**src/header_field_and_probe_map.vh**
```
// Register offsets, field positions, reset values and probe selector codes
`ifndef HEADER_FIELD_AND_PROBE_MAP_VH
`define HEADER_FIELD_AND_PROBE_MAP_VH

// Register byte offsets on the control port
`define OFS_RATE_CODE_0      8'h40
`define OFS_RATE_CODE_1      8'h44
`define OFS_RATE_CODE_2      8'h48
`define OFS_RATE_CODE_3      8'h4C
`define OFS_TX_SERVICE       8'h54
`define OFS_TX_LENGTH_HIGH   8'h58
`define OFS_TX_LENGTH_LOW    8'h5C
`define OFS_RECEIVE_STATUS   8'h60
`define OFS_RX_SERVICE       8'h64
`define OFS_RX_LENGTH_HIGH   8'h68
`define OFS_RX_LENGTH_LOW    8'h6C
`define OFS_PROBE_SELECT     8'h70
`define OFS_PROBE_MONITOR    8'h74

// Reset values
`define RST_RATE_CODE_0      8'h0A
`define RST_RATE_CODE_1      8'h14
`define RST_RATE_CODE_2      8'h37
`define RST_RATE_CODE_3      8'h6E
`define RST_TX_SERVICE       8'h00
`define RST_TX_LENGTH        8'h00
`define RST_PROBE_SELECT     8'h00
`define RST_BYTE             8'h00

// Receive status bit positions
`define ST_RATE_HI           7
`define ST_RATE_LO           6
`define ST_CARRIER           5
`define ST_SFD               4
`define ST_SIG_VALID         3
`define ST_CRC_VALID         2
`define ST_ANTENNA           1
`define ST_ZERO              0

// Probe selector codes
`define PSEL_QUIET           8'h00
`define PSEL_RX_MONITOR      8'h01
`define PSEL_TX_MONITOR      8'h02
`define PSEL_RSSI            8'h03
`define PSEL_SQ_FIRST        8'h04
`define PSEL_SQ_SECOND       8'h05
`define PSEL_CORRELATOR      8'h06

// Nominal spacing of receive progress flags after SFD detect, in microseconds
`define RX_SIG_READY_US      8
`define RX_LEN_READY_US      32
`define RX_CRC_READY_US      48

`endif

```
**src/probe_mux.v**
```verilog
// Probe source selector: routes one internal signal group onto the probe byte and strobe
`timescale 1ns/1ps
`include "header_field_and_probe_map.vh"

module probe_mux (
    // Selector
    input  wire [7:0] select_i,
    // Receive progress
    input  wire       adc_cal_full_i,
    input  wire       carrier_sense_flag_i,
    input  wire       energy_detect_flag_i,
    input  wire       track_start_i,
    input  wire       sfd_detect_i,
    input  wire       signal_field_ready_i,
    input  wire       length_ready_i,
    input  wire       header_crc_ok_i,
    input  wire       initial_detect_i,
    // Transmit progress
    input  wire       transmit_path_enable_i,
    input  wire       preamble_start_i,
    input  wire       signal_field_start_i,
    input  wire       length_field_start_i,
    input  wire       crc_field_start_i,
    input  wire       payload_start_i,
    input  wire       symbol_boundary_mark_i,
    // Signal strength and quality
    input  wire       early_carrier_sense_enh_i,
    input  wire       early_carrier_sense_i,
    input  wire [5:0] rssi_i,
    input  wire       rssi_clk_i,
    input  wire [7:0] signal_quality_one_i,
    input  wire [7:0] signal_quality_two_i,
    input  wire [7:0] signal_quality_three_i,
    input  wire       sq_three_diversity_i,
    input  wire       sq_valid_i,
    // Correlator
    input  wire [7:0] corr_magnitude_i,
    input  wire       sample_clk_i,
    // Selected value
    output reg  [7:0] probe_o,
    output reg        strobe_o
);

    always @* begin
        probe_o  = 8'h00;
        strobe_o = 1'b0;
        case (select_i)
            `PSEL_QUIET: begin
                probe_o  = 8'h00;
                strobe_o = 1'b0;
            end
            `PSEL_RX_MONITOR: begin
                // Progress flags already rise on chip edges and drop after the last chip
                probe_o  = {adc_cal_full_i, carrier_sense_flag_i, energy_detect_flag_i, track_start_i,
                            sfd_detect_i, signal_field_ready_i, length_ready_i, header_crc_ok_i};
                strobe_o = initial_detect_i;
            end
            `PSEL_TX_MONITOR: begin
                probe_o  = {adc_cal_full_i, transmit_path_enable_i, preamble_start_i, 1'b0,
                            signal_field_start_i, length_field_start_i, crc_field_start_i,
                            payload_start_i};
                strobe_o = symbol_boundary_mark_i;
            end
            `PSEL_RSSI: begin
                probe_o  = {early_carrier_sense_enh_i, early_carrier_sense_i, rssi_i};
                strobe_o = rssi_clk_i;
            end
            `PSEL_SQ_FIRST: begin
                probe_o  = signal_quality_one_i;
                strobe_o = sq_valid_i;
            end
            `PSEL_SQ_SECOND: begin
                probe_o  = sq_three_diversity_i ? signal_quality_three_i : signal_quality_two_i;
                strobe_o = sq_valid_i;
            end
            `PSEL_CORRELATOR: begin
                probe_o  = corr_magnitude_i;
                strobe_o = sample_clk_i;
            end
            default: begin
                probe_o  = 8'h00;
                strobe_o = 1'b0;
            end
        endcase
    end

endmodule

```
**src/header_field_and_probe_regs.v**
```verilog
// Header field, receive status and probe selector registers of the baseband processor
`timescale 1ns/1ps
`include "header_field_and_probe_map.vh"

// How it works
// - Transmit service register value is sent as every outgoing header's Service field.
// - Transmit Length is high register bits 15:8 and low register bits 7:0.
// - Status bits 7:6 give detected rate code; the register is read only.
// - Status bit 5 shows carrier acquired, forced low while receive is disabled.
// - Status bit 4 shows SFD found, cleared while receive is disabled.
// - Status bit 3 set only if signal field matches a rate code register.
// - Status bit 2 shows header CRC valid, cleared while receive is disabled.
// - Status bit 1 holds antenna at last valid CRC; bit 0 reads zero.
// - Receive service register holds the Service byte of the latest header.
// - Receive length registers hold the captured Length, high and low bytes.
// - Probe select register picks probe outputs, strobe and monitor read value.
// - Selector zero holds all probe outputs and strobe low.
// - Selector 01h shows receive progress flags on the probe bits.
// - Receive flags follow SFD at about 8, 32, 48 us; strobe marks detection.
// - Selector 02h shows transmit progress flags; strobe marks symbol boundaries.
// - Selector 03h shows early carrier senses and RSSI; strobe is RSSI clock.
// - Selectors 04h, 05h show first or second/third signal quality byte.
// - Selector 06h shows correlator magnitude; strobe is the sample clock.
// - Four rate code registers feed transmit signal field and receive classification.
// - Probe monitor register reads back the currently selected probe byte.
module header_field_and_probe_regs (
    // Clock and reset
    input  wire        clk_i,
    input  wire        rstn_i,
    // Control port register access
    input  wire [7:0]  reg_addr_i,
    input  wire [7:0]  reg_wdata_i,
    input  wire        reg_wr_i,
    input  wire        reg_rd_i,
    output reg  [7:0]  reg_rdata_o,
    output reg         reg_rvalid_o,
    // Transmit header fields
    input  wire [1:0]  tx_rate_sel_i,
    output reg  [7:0]  tx_signal_code_o,
    output reg  [7:0]  tx_service_o,
    output reg  [15:0] tx_length_o,
    // Receive header events from the demodulator
    input  wire        receive_path_enable_i,
    input  wire        carrier_acquired_i,
    input  wire        sfd_found_i,
    input  wire [7:0]  rx_signal_i,
    input  wire        rx_signal_valid_i,
    input  wire [7:0]  rx_service_i,
    input  wire        rx_service_valid_i,
    input  wire [15:0] rx_length_i,
    input  wire        rx_length_valid_i,
    input  wire        header_crc_ok_i,
    input  wire        antenna_a_i,
    // Receive progress flags
    input  wire        adc_cal_full_i,
    input  wire        carrier_sense_flag_i,
    input  wire        energy_detect_flag_i,
    input  wire        track_start_i,
    input  wire        sfd_detect_i,
    input  wire        signal_field_ready_i,
    input  wire        length_ready_i,
    input  wire        crc_ready_i,
    input  wire        initial_detect_i,
    // Transmit progress flags
    input  wire        transmit_path_enable_i,
    input  wire        preamble_start_i,
    input  wire        signal_field_start_i,
    input  wire        length_field_start_i,
    input  wire        crc_field_start_i,
    input  wire        payload_start_i,
    input  wire        symbol_boundary_mark_i,
    // Signal strength, quality and correlator
    input  wire        early_carrier_sense_enh_i,
    input  wire        early_carrier_sense_i,
    input  wire [5:0]  rssi_i,
    input  wire        rssi_clk_i,
    input  wire [7:0]  signal_quality_one_i,
    input  wire [7:0]  signal_quality_two_i,
    input  wire [7:0]  signal_quality_three_i,
    input  wire        sq_three_diversity_i,
    input  wire        sq_valid_i,
    input  wire [7:0]  corr_magnitude_i,
    input  wire        sample_clk_i,
    // Probe outputs
    output reg  [7:0]  probe_o,
    output reg         probe_strobe_o
);

    // Rate code registers, one byte each
    reg  [7:0] rate_code_q [0:3];
    reg  [7:0] tx_service_value_q;
    reg  [7:0] tx_length_high_q;
    reg  [7:0] tx_length_low_q;
    reg  [7:0] probe_select_q;

    // Receive status fields
    reg  [1:0] rate_q;
    reg        carrier_q;
    reg        sfd_q;
    reg        sig_valid_q;
    reg        crc_valid_q;
    reg        antenna_q;
    reg  [7:0] rx_service_capture_q;
    reg  [7:0] rx_length_high_q;
    reg  [7:0] rx_length_low_q;

    wire [7:0] probe_sel;
    wire       strobe_sel;
    wire [7:0] receive_status;
    wire [3:0] code_hit;
    reg  [1:0] hit_index;
    reg  [7:0] rdata_d;

    // Control port writes; read-only offsets are ignored
    always @(posedge clk_i) begin
        if (!rstn_i) begin
            rate_code_q[0]     <= `RST_RATE_CODE_0;
            rate_code_q[1]     <= `RST_RATE_CODE_1;
            rate_code_q[2]     <= `RST_RATE_CODE_2;
            rate_code_q[3]     <= `RST_RATE_CODE_3;
            tx_service_value_q <= `RST_TX_SERVICE;
            tx_length_high_q   <= `RST_TX_LENGTH;
            tx_length_low_q    <= `RST_TX_LENGTH;
            probe_select_q     <= `RST_PROBE_SELECT;
        end else if (reg_wr_i) begin
            case (reg_addr_i)
                `OFS_RATE_CODE_0:    rate_code_q[0]     <= reg_wdata_i;
                `OFS_RATE_CODE_1:    rate_code_q[1]     <= reg_wdata_i;
                `OFS_RATE_CODE_2:    rate_code_q[2]     <= reg_wdata_i;
                `OFS_RATE_CODE_3:    rate_code_q[3]     <= reg_wdata_i;
                // Service is reserved; software is expected to keep it at zero
                `OFS_TX_SERVICE:     tx_service_value_q <= reg_wdata_i;
                `OFS_TX_LENGTH_HIGH: tx_length_high_q   <= reg_wdata_i;
                `OFS_TX_LENGTH_LOW:  tx_length_low_q    <= reg_wdata_i;
                `OFS_PROBE_SELECT:   probe_select_q     <= reg_wdata_i;
                default: begin
                end
            endcase
        end
    end

    // Transmit header fields, registered so they stay stable across a write
    always @(posedge clk_i) begin
        if (!rstn_i) begin
            tx_service_o     <= `RST_BYTE;
            tx_length_o      <= {`RST_BYTE, `RST_BYTE};
            tx_signal_code_o <= `RST_BYTE;
        end else begin
            tx_service_o     <= tx_service_value_q;
            tx_length_o      <= {tx_length_high_q, tx_length_low_q};
            tx_signal_code_o <= rate_code_q[tx_rate_sel_i];
        end
    end

    // Compare the received signal field against all four rate codes at once
    genvar g;
    generate
        for (g = 0; g < 4; g = g + 1) begin : match
            assign code_hit[g] = (rx_signal_i == rate_code_q[g]);
        end
    endgenerate

    // Lowest matching index wins if software programmed duplicate codes
    always @* begin
        hit_index = 2'd0;
        if (code_hit[0]) begin
            hit_index = 2'd0;
        end else if (code_hit[1]) begin
            hit_index = 2'd1;
        end else if (code_hit[2]) begin
            hit_index = 2'd2;
        end else if (code_hit[3]) begin
            hit_index = 2'd3;
        end
    end

    // Receive status; disabling the receive path clears the progress bits
    always @(posedge clk_i) begin
        if (!rstn_i) begin
            rate_q      <= 2'd0;
            carrier_q   <= 1'b0;
            sfd_q       <= 1'b0;
            sig_valid_q <= 1'b0;
            crc_valid_q <= 1'b0;
            antenna_q   <= 1'b0;
        end else if (!receive_path_enable_i) begin
            carrier_q   <= 1'b0;
            sfd_q       <= 1'b0;
            sig_valid_q <= 1'b0;
            crc_valid_q <= 1'b0;
        end else begin
            carrier_q <= carrier_acquired_i;
            if (sfd_found_i) begin
                sfd_q <= 1'b1;
            end
            if (rx_signal_valid_i) begin
                sig_valid_q <= |code_hit;
                if (|code_hit) begin
                    rate_q <= hit_index;
                end
            end
            if (header_crc_ok_i) begin
                crc_valid_q <= 1'b1;
                antenna_q   <= antenna_a_i;
            end
        end
    end

    // Captured header fields hold until the next header delivers new ones
    always @(posedge clk_i) begin
        if (!rstn_i) begin
            rx_service_capture_q <= `RST_BYTE;
            rx_length_high_q     <= `RST_BYTE;
            rx_length_low_q      <= `RST_BYTE;
        end else begin
            if (rx_service_valid_i) begin
                rx_service_capture_q <= rx_service_i;
            end
            if (rx_length_valid_i) begin
                rx_length_high_q <= rx_length_i[15:8];
                rx_length_low_q  <= rx_length_i[7:0];
            end
        end
    end

    assign receive_status = {rate_q, carrier_q, sfd_q, sig_valid_q, crc_valid_q, antenna_q, 1'b0};

    probe_mux u_probe_mux (
        .select_i                  (probe_select_q),
        .adc_cal_full_i            (adc_cal_full_i),
        .carrier_sense_flag_i      (carrier_sense_flag_i),
        .energy_detect_flag_i      (energy_detect_flag_i),
        .track_start_i             (track_start_i),
        .sfd_detect_i              (sfd_detect_i),
        .signal_field_ready_i      (signal_field_ready_i),
        .length_ready_i            (length_ready_i),
        .header_crc_ok_i           (crc_ready_i),
        .initial_detect_i          (initial_detect_i),
        .transmit_path_enable_i    (transmit_path_enable_i),
        .preamble_start_i          (preamble_start_i),
        .signal_field_start_i      (signal_field_start_i),
        .length_field_start_i      (length_field_start_i),
        .crc_field_start_i         (crc_field_start_i),
        .payload_start_i           (payload_start_i),
        .symbol_boundary_mark_i    (symbol_boundary_mark_i),
        .early_carrier_sense_enh_i (early_carrier_sense_enh_i),
        .early_carrier_sense_i     (early_carrier_sense_i),
        .rssi_i                    (rssi_i),
        .rssi_clk_i                (rssi_clk_i),
        .signal_quality_one_i      (signal_quality_one_i),
        .signal_quality_two_i      (signal_quality_two_i),
        .signal_quality_three_i    (signal_quality_three_i),
        .sq_three_diversity_i      (sq_three_diversity_i),
        .sq_valid_i                (sq_valid_i),
        .corr_magnitude_i          (corr_magnitude_i),
        .sample_clk_i              (sample_clk_i),
        .probe_o                   (probe_sel),
        .strobe_o                  (strobe_sel)
    );

    // Probe pins are registered: one cycle of lag, but no glitches while the selector changes
    always @(posedge clk_i) begin
        if (!rstn_i) begin
            probe_o        <= `RST_BYTE;
            probe_strobe_o <= 1'b0;
        end else begin
            probe_o        <= probe_sel;
            probe_strobe_o <= strobe_sel;
        end
    end

    // Read mux; unmapped offsets read as zero
    always @* begin
        rdata_d = `RST_BYTE;
        case (reg_addr_i)
            `OFS_RATE_CODE_0:    rdata_d = rate_code_q[0];
            `OFS_RATE_CODE_1:    rdata_d = rate_code_q[1];
            `OFS_RATE_CODE_2:    rdata_d = rate_code_q[2];
            `OFS_RATE_CODE_3:    rdata_d = rate_code_q[3];
            `OFS_TX_SERVICE:     rdata_d = tx_service_value_q;
            `OFS_TX_LENGTH_HIGH: rdata_d = tx_length_high_q;
            `OFS_TX_LENGTH_LOW:  rdata_d = tx_length_low_q;
            `OFS_RECEIVE_STATUS: rdata_d = receive_status;
            `OFS_RX_SERVICE:     rdata_d = rx_service_capture_q;
            `OFS_RX_LENGTH_HIGH: rdata_d = rx_length_high_q;
            `OFS_RX_LENGTH_LOW:  rdata_d = rx_length_low_q;
            `OFS_PROBE_SELECT:   rdata_d = probe_select_q;
            `OFS_PROBE_MONITOR:  rdata_d = probe_o;
            default:             rdata_d = `RST_BYTE;
        endcase
    end

    // Reads only sample state, so they never disturb the receiver
    always @(posedge clk_i) begin
        if (!rstn_i) begin
            reg_rdata_o  <= `RST_BYTE;
            reg_rvalid_o <= 1'b0;
        end else begin
            reg_rvalid_o <= reg_rd_i;
            if (reg_rd_i) begin
                reg_rdata_o <= rdata_d;
            end
        end
    end

endmodule

```
**config.mk**
```make
export PLATFORM = sky130hd
export DESIGN_NAME = header_field_and_probe_regs
export DESIGN_NICKNAME = d
export VERILOG_FILES = /design/src/probe_mux.v /design/src/header_field_and_probe_regs.v
export VERILOG_INCLUDE_DIRS = /design/src
export SDC_FILE = /design/constraint.sdc
export NUM_CORES = 1
export LEC_CHECK = 0
export BUFFER_PORTS_ARGS = -buffer_cell sky130_fd_sc_hd__buf_4
export CAP_MARGIN = 20
export CORE_MARGIN = 5
export CORE_UTILIZATION = 58
export DETAILED_ROUTE_END_ITERATION = 10
export PLACE_DENSITY = 0.86
export SLEW_MARGIN = 20
export SYNTH_ARGS = -nofsm -noshare
export SYNTH_HDL_FRONTEND = slang
export SYNTH_SLANG_ARGS = --single-unit
```
**constraint.sdc**
```tcl
create_clock -name clk_i -period 5.3 [get_ports clk_i]
set_clock_uncertainty 0.05 [all_clocks]
set_input_delay 1.06 -clock clk_i [delete_from_list [all_inputs] [get_ports clk_i]]
set_output_delay 1.06 -clock clk_i [all_outputs]
set_load 0.01 [all_outputs]
```
==> key figures <==
Outcome
  – Result of the run: finished, final reports clean

Clock network
  – Clock tree root buffer cell: clkbuf_16
  – Hold buffer count at cts: 0
  – Total setup buffers inserted after CTS: 0
  – Count of instances resized after the clock tree is built: 0
  – Clock slew seen by the registers of the worst setup and hold paths: 0.06 ns
  – Number of clock sinks: 145
  – CTS Buf Count: 17
  – Max clock buf depth: 2
  – Level count of the clock H-tree: 4
  – Later-pin clock latency in the skew report: 0.43 ns
  – CTS tree: done

Yosys
  – Post-Synthesis Cells: 719
  – Share of the synthesized area in the top cell type: 32.0%
  – Cell types occupying the most area after synthesis: dfxtp_1, edfxtp_1, mux2i_1
  – Largest area contributor in the synthesized netlist: dfxtp_1
  – Number of synthesized register bits: 145
  – Post-Syn Area per Cell: 9.83 sq um
  – Post-synth ARST share: 0%
  – Commonest cells in the netlist: dfxtp_1, mux2i_1, nor2_1
  – Post-Syn Nets: 841
  – Share of the yosys chip area belonging to registers: 45.6%
  – Number of enable flip-flop cells after synthesis: 32
  – Count of cell types in the netlist: 60
  – Synth Flop Type: dfxtp_1
  – Count of warnings emitted by yosys: 0
  – Summed instance area of the synthesized netlist: 0.00707 sq mm
  – Most common cell in the synthesized netlist: dfxtp_1

Die
  – Placement row count: 40
  – Number of placed I/O pins: 172
  – Die X-Extent: 120 microns
  – Core box area: 0.0120 sq mm
  – Die H: 120 microns
  – Total die area: 0.0145 sq mm
  – Effective utilization at floorplan: 59.1%

Route
  – Number of detailed-route iterations in the first pass: 5
  – Average routed wire per standard cell: 22.5 microns
  – Routed length on met3: 2230 microns
  – Number of remaining DRC errors: 0
  – Total detailed-routing wirelength: 23,100 microns
  – Remaining antenna violation count: 0
  – Ratio of routed vias to standard cells: 6.20
  – Vias after detailed routing: 6,372
  – Met1 WL: 9030 microns
  – Max Used Layer: met4
  – Drt first-iter violations: 678
  – Metal2 WL: 11,000 microns

Setup path
  – Startpoint class of the critical path: input port
  – Peak per-stage delay on the critical path: 0.82 ns
  – Count of buffer and inverter cells on the critical path: 2
  – Highest-delay cell along the critical path: o21ai_0
  – Levels on crit path: 5
  – Worst R2R Path Depth: 5
  – Kind of capture point of the worst setup path: register
  – Required time of the critical path: 5.30 ns
  – Worst path arrival time: 3.03 ns
  – Category of cells accounting for the largest share of critical-path delay: compound AO/OA/AOI/OAI gates
  – Cells traversed along the worst timing path: buf_4 > nor3_1 > nand2_1 > buf_4 > o21ai_0
  – Crit path top cell by count: buf_4
  – Critical path class: in -> reg
  – Worst-path fanout max: 27

Global routing
  – Initial antenna violation count: 0
  – Via count of the first global-routing pass: 6,376
  – Total global-route track usage: 32.1%
  – Global-route wire length before repair: 35,500 microns
  – Pin count of the biggest net entering global routing: 57
  – Overall overflow remaining after global route: 0

Finish
  – Fraction of layout instances using a drive strength above 1: 27.7%
  – Synthesis-to-layout area growth: 27.7%
  – Number of diodes added for antenna fixing: 0
  – Final nets: 989

Power and ir drop
  – VDD IR-drop max: 0.205 mV
  – Final Power: 2.76 mW
  – Static leakage: 3.80 nW
  – Power density normalized to cell area: 306 mW/mm^2

Place
  – Port Buffers: 171
  – Final weighted congestion in routability-driven placement: 0.995
  – Post-DP HPWL: 17,400 microns

Job
  – Max-cap violation count: 0

STA
  – # setup viols final: 0
  – Setup repair after global routing missed its margin: no
  – Final worst-path cycle share: 57.3%
  – Transition time at the pin with the least slew margin: 1.05 ns
  – Final number of hold-violating endpoints: 0
  – Fin. max-slew vios: 0
  – Final-layout worst hold slack: 0.412 ns
  – Final critical delay including setup and external delays: 3.04 ns
  – Achievable Freq: 329 MHz
  – Setup TNS: 0 ns
  – Normalized max-slew margin: 29.3%

Worst hold path
  – Class of the tightest hold or removal check: reg -> reg
  – Hold Path Stages: 2
worst reg2reg max path, stage by stage, from the launching register on:
cell and delay, ns:
dfxtp_1 0.37, or4_4 0.54, nor3_2 0.25, and3_1 0.39, a221oi_1 0.16, a21oi_1 0.17
sequential cells by signal, indices dropped and copies added, names as in the netlist, 2 cells and up:
register and count:
rx_service_capture_q 8, rx_length_high_q 8, probe_o 8, rate_code_q 32, rate_q 2, tx_service_o 8
rx_length_low_q 8, tx_length_low_q 8, tx_signal_code_o 8, tx_length_high_q 8, reg_rdata_o 8, tx_service_value_q 8
tx_length_o 16, probe_select_q 8
cell families (layout without fill, tap and decap cells):
group,count (synthesis),after routing,synth area share (%)
and+or+nand+nor,274,274,20.6
xor gates and xnor gates,32,32,3.96
buffers and inverters,49,210,3.01
AOI/OAI and AO/OA,119,119,11.0
muxes,100,100,15.9
DFF,145,145,45.6
where the power goes:
part | leakage (nW) | total [mW] | internal, mW | switching [mW]
Sequential | 1.23 | 1.19 | 1.16 | 0.0331
Clock | 0.320 | 1.31 | 0.842 | 0.466
Combinational | 2.25 | 0.261 | 0.128 | 0.133
Total | 3.80 | 2.76 | 2.13 | 0.633
path summary, 6_finish.rpt:
check,startpoint,endpoint,slack [ns]
setup / recovery,reg_addr_i[2],rate_code_q[2][5],2.26
hold / removal,antenna_q,antenna_q,0.41
setup reg to reg,probe_select_q[5],probe_o[2],3.28
hold reg to reg,antenna_q,antenna_q,0.41
through the flow:
step                      util [%]  worst slack [ns]  cells  area (sq um)
after global placement        69.9              1.92    995          8370
after floorplan                  -              2.30    719          7070
after global routing          75.5              2.09   1027          9030
after CTS                     75.4              2.25   1027          9020
after detailed placement      69.9              1.82    995          8370
final                         75.5              2.26   1027          9030
metal layers:
layer | vias to the layer above | GRT usage [%]
met5 | - | 0
met4 | 0 | 13.7
met3 | 62 | 7.34
met2 | 385 | 51.9
met1 | 3030 | 41.4
li1 | 2895 | -
placed cells by master, fill, tap and decap left out, types with 10 or more instances in the layout:
cell type | Yosys | layout
nor3_1 | 10 | 10
mux2_2 | 15 | 15
a21oi_1 | 36 | 36
nor2_1 | 76 | 76
nand2_1 | 48 | 48
dfxtp_1 | 113 | 113
nor4_1 | 11 | 11
or3_1 | 16 | 16
mux2i_1 | 76 | 76
edfxtp_1 | 32 | 32
buf_4 | 1 | 175
and2_1 | 54 | 54
clkbuf_16 | 0 | 20
o21ai_0 | 20 | 19
a22oi_1 | 20 | 20
xor2_1 | 24 | 24
nand3_1 | 15 | 15
nor2b_1 | 14 | 14
final cells by class:
class	count	area, sq um
well taps	147	184
fillers	846	2930
repair buffers	175	1310
clock inverters	9	138
multi-input cells	525	3640
flip-flops and latches	145	3220
inverters	3	11.3
clock buffers	23	522
Note: power is estimated with default switching activity, not from simulation.
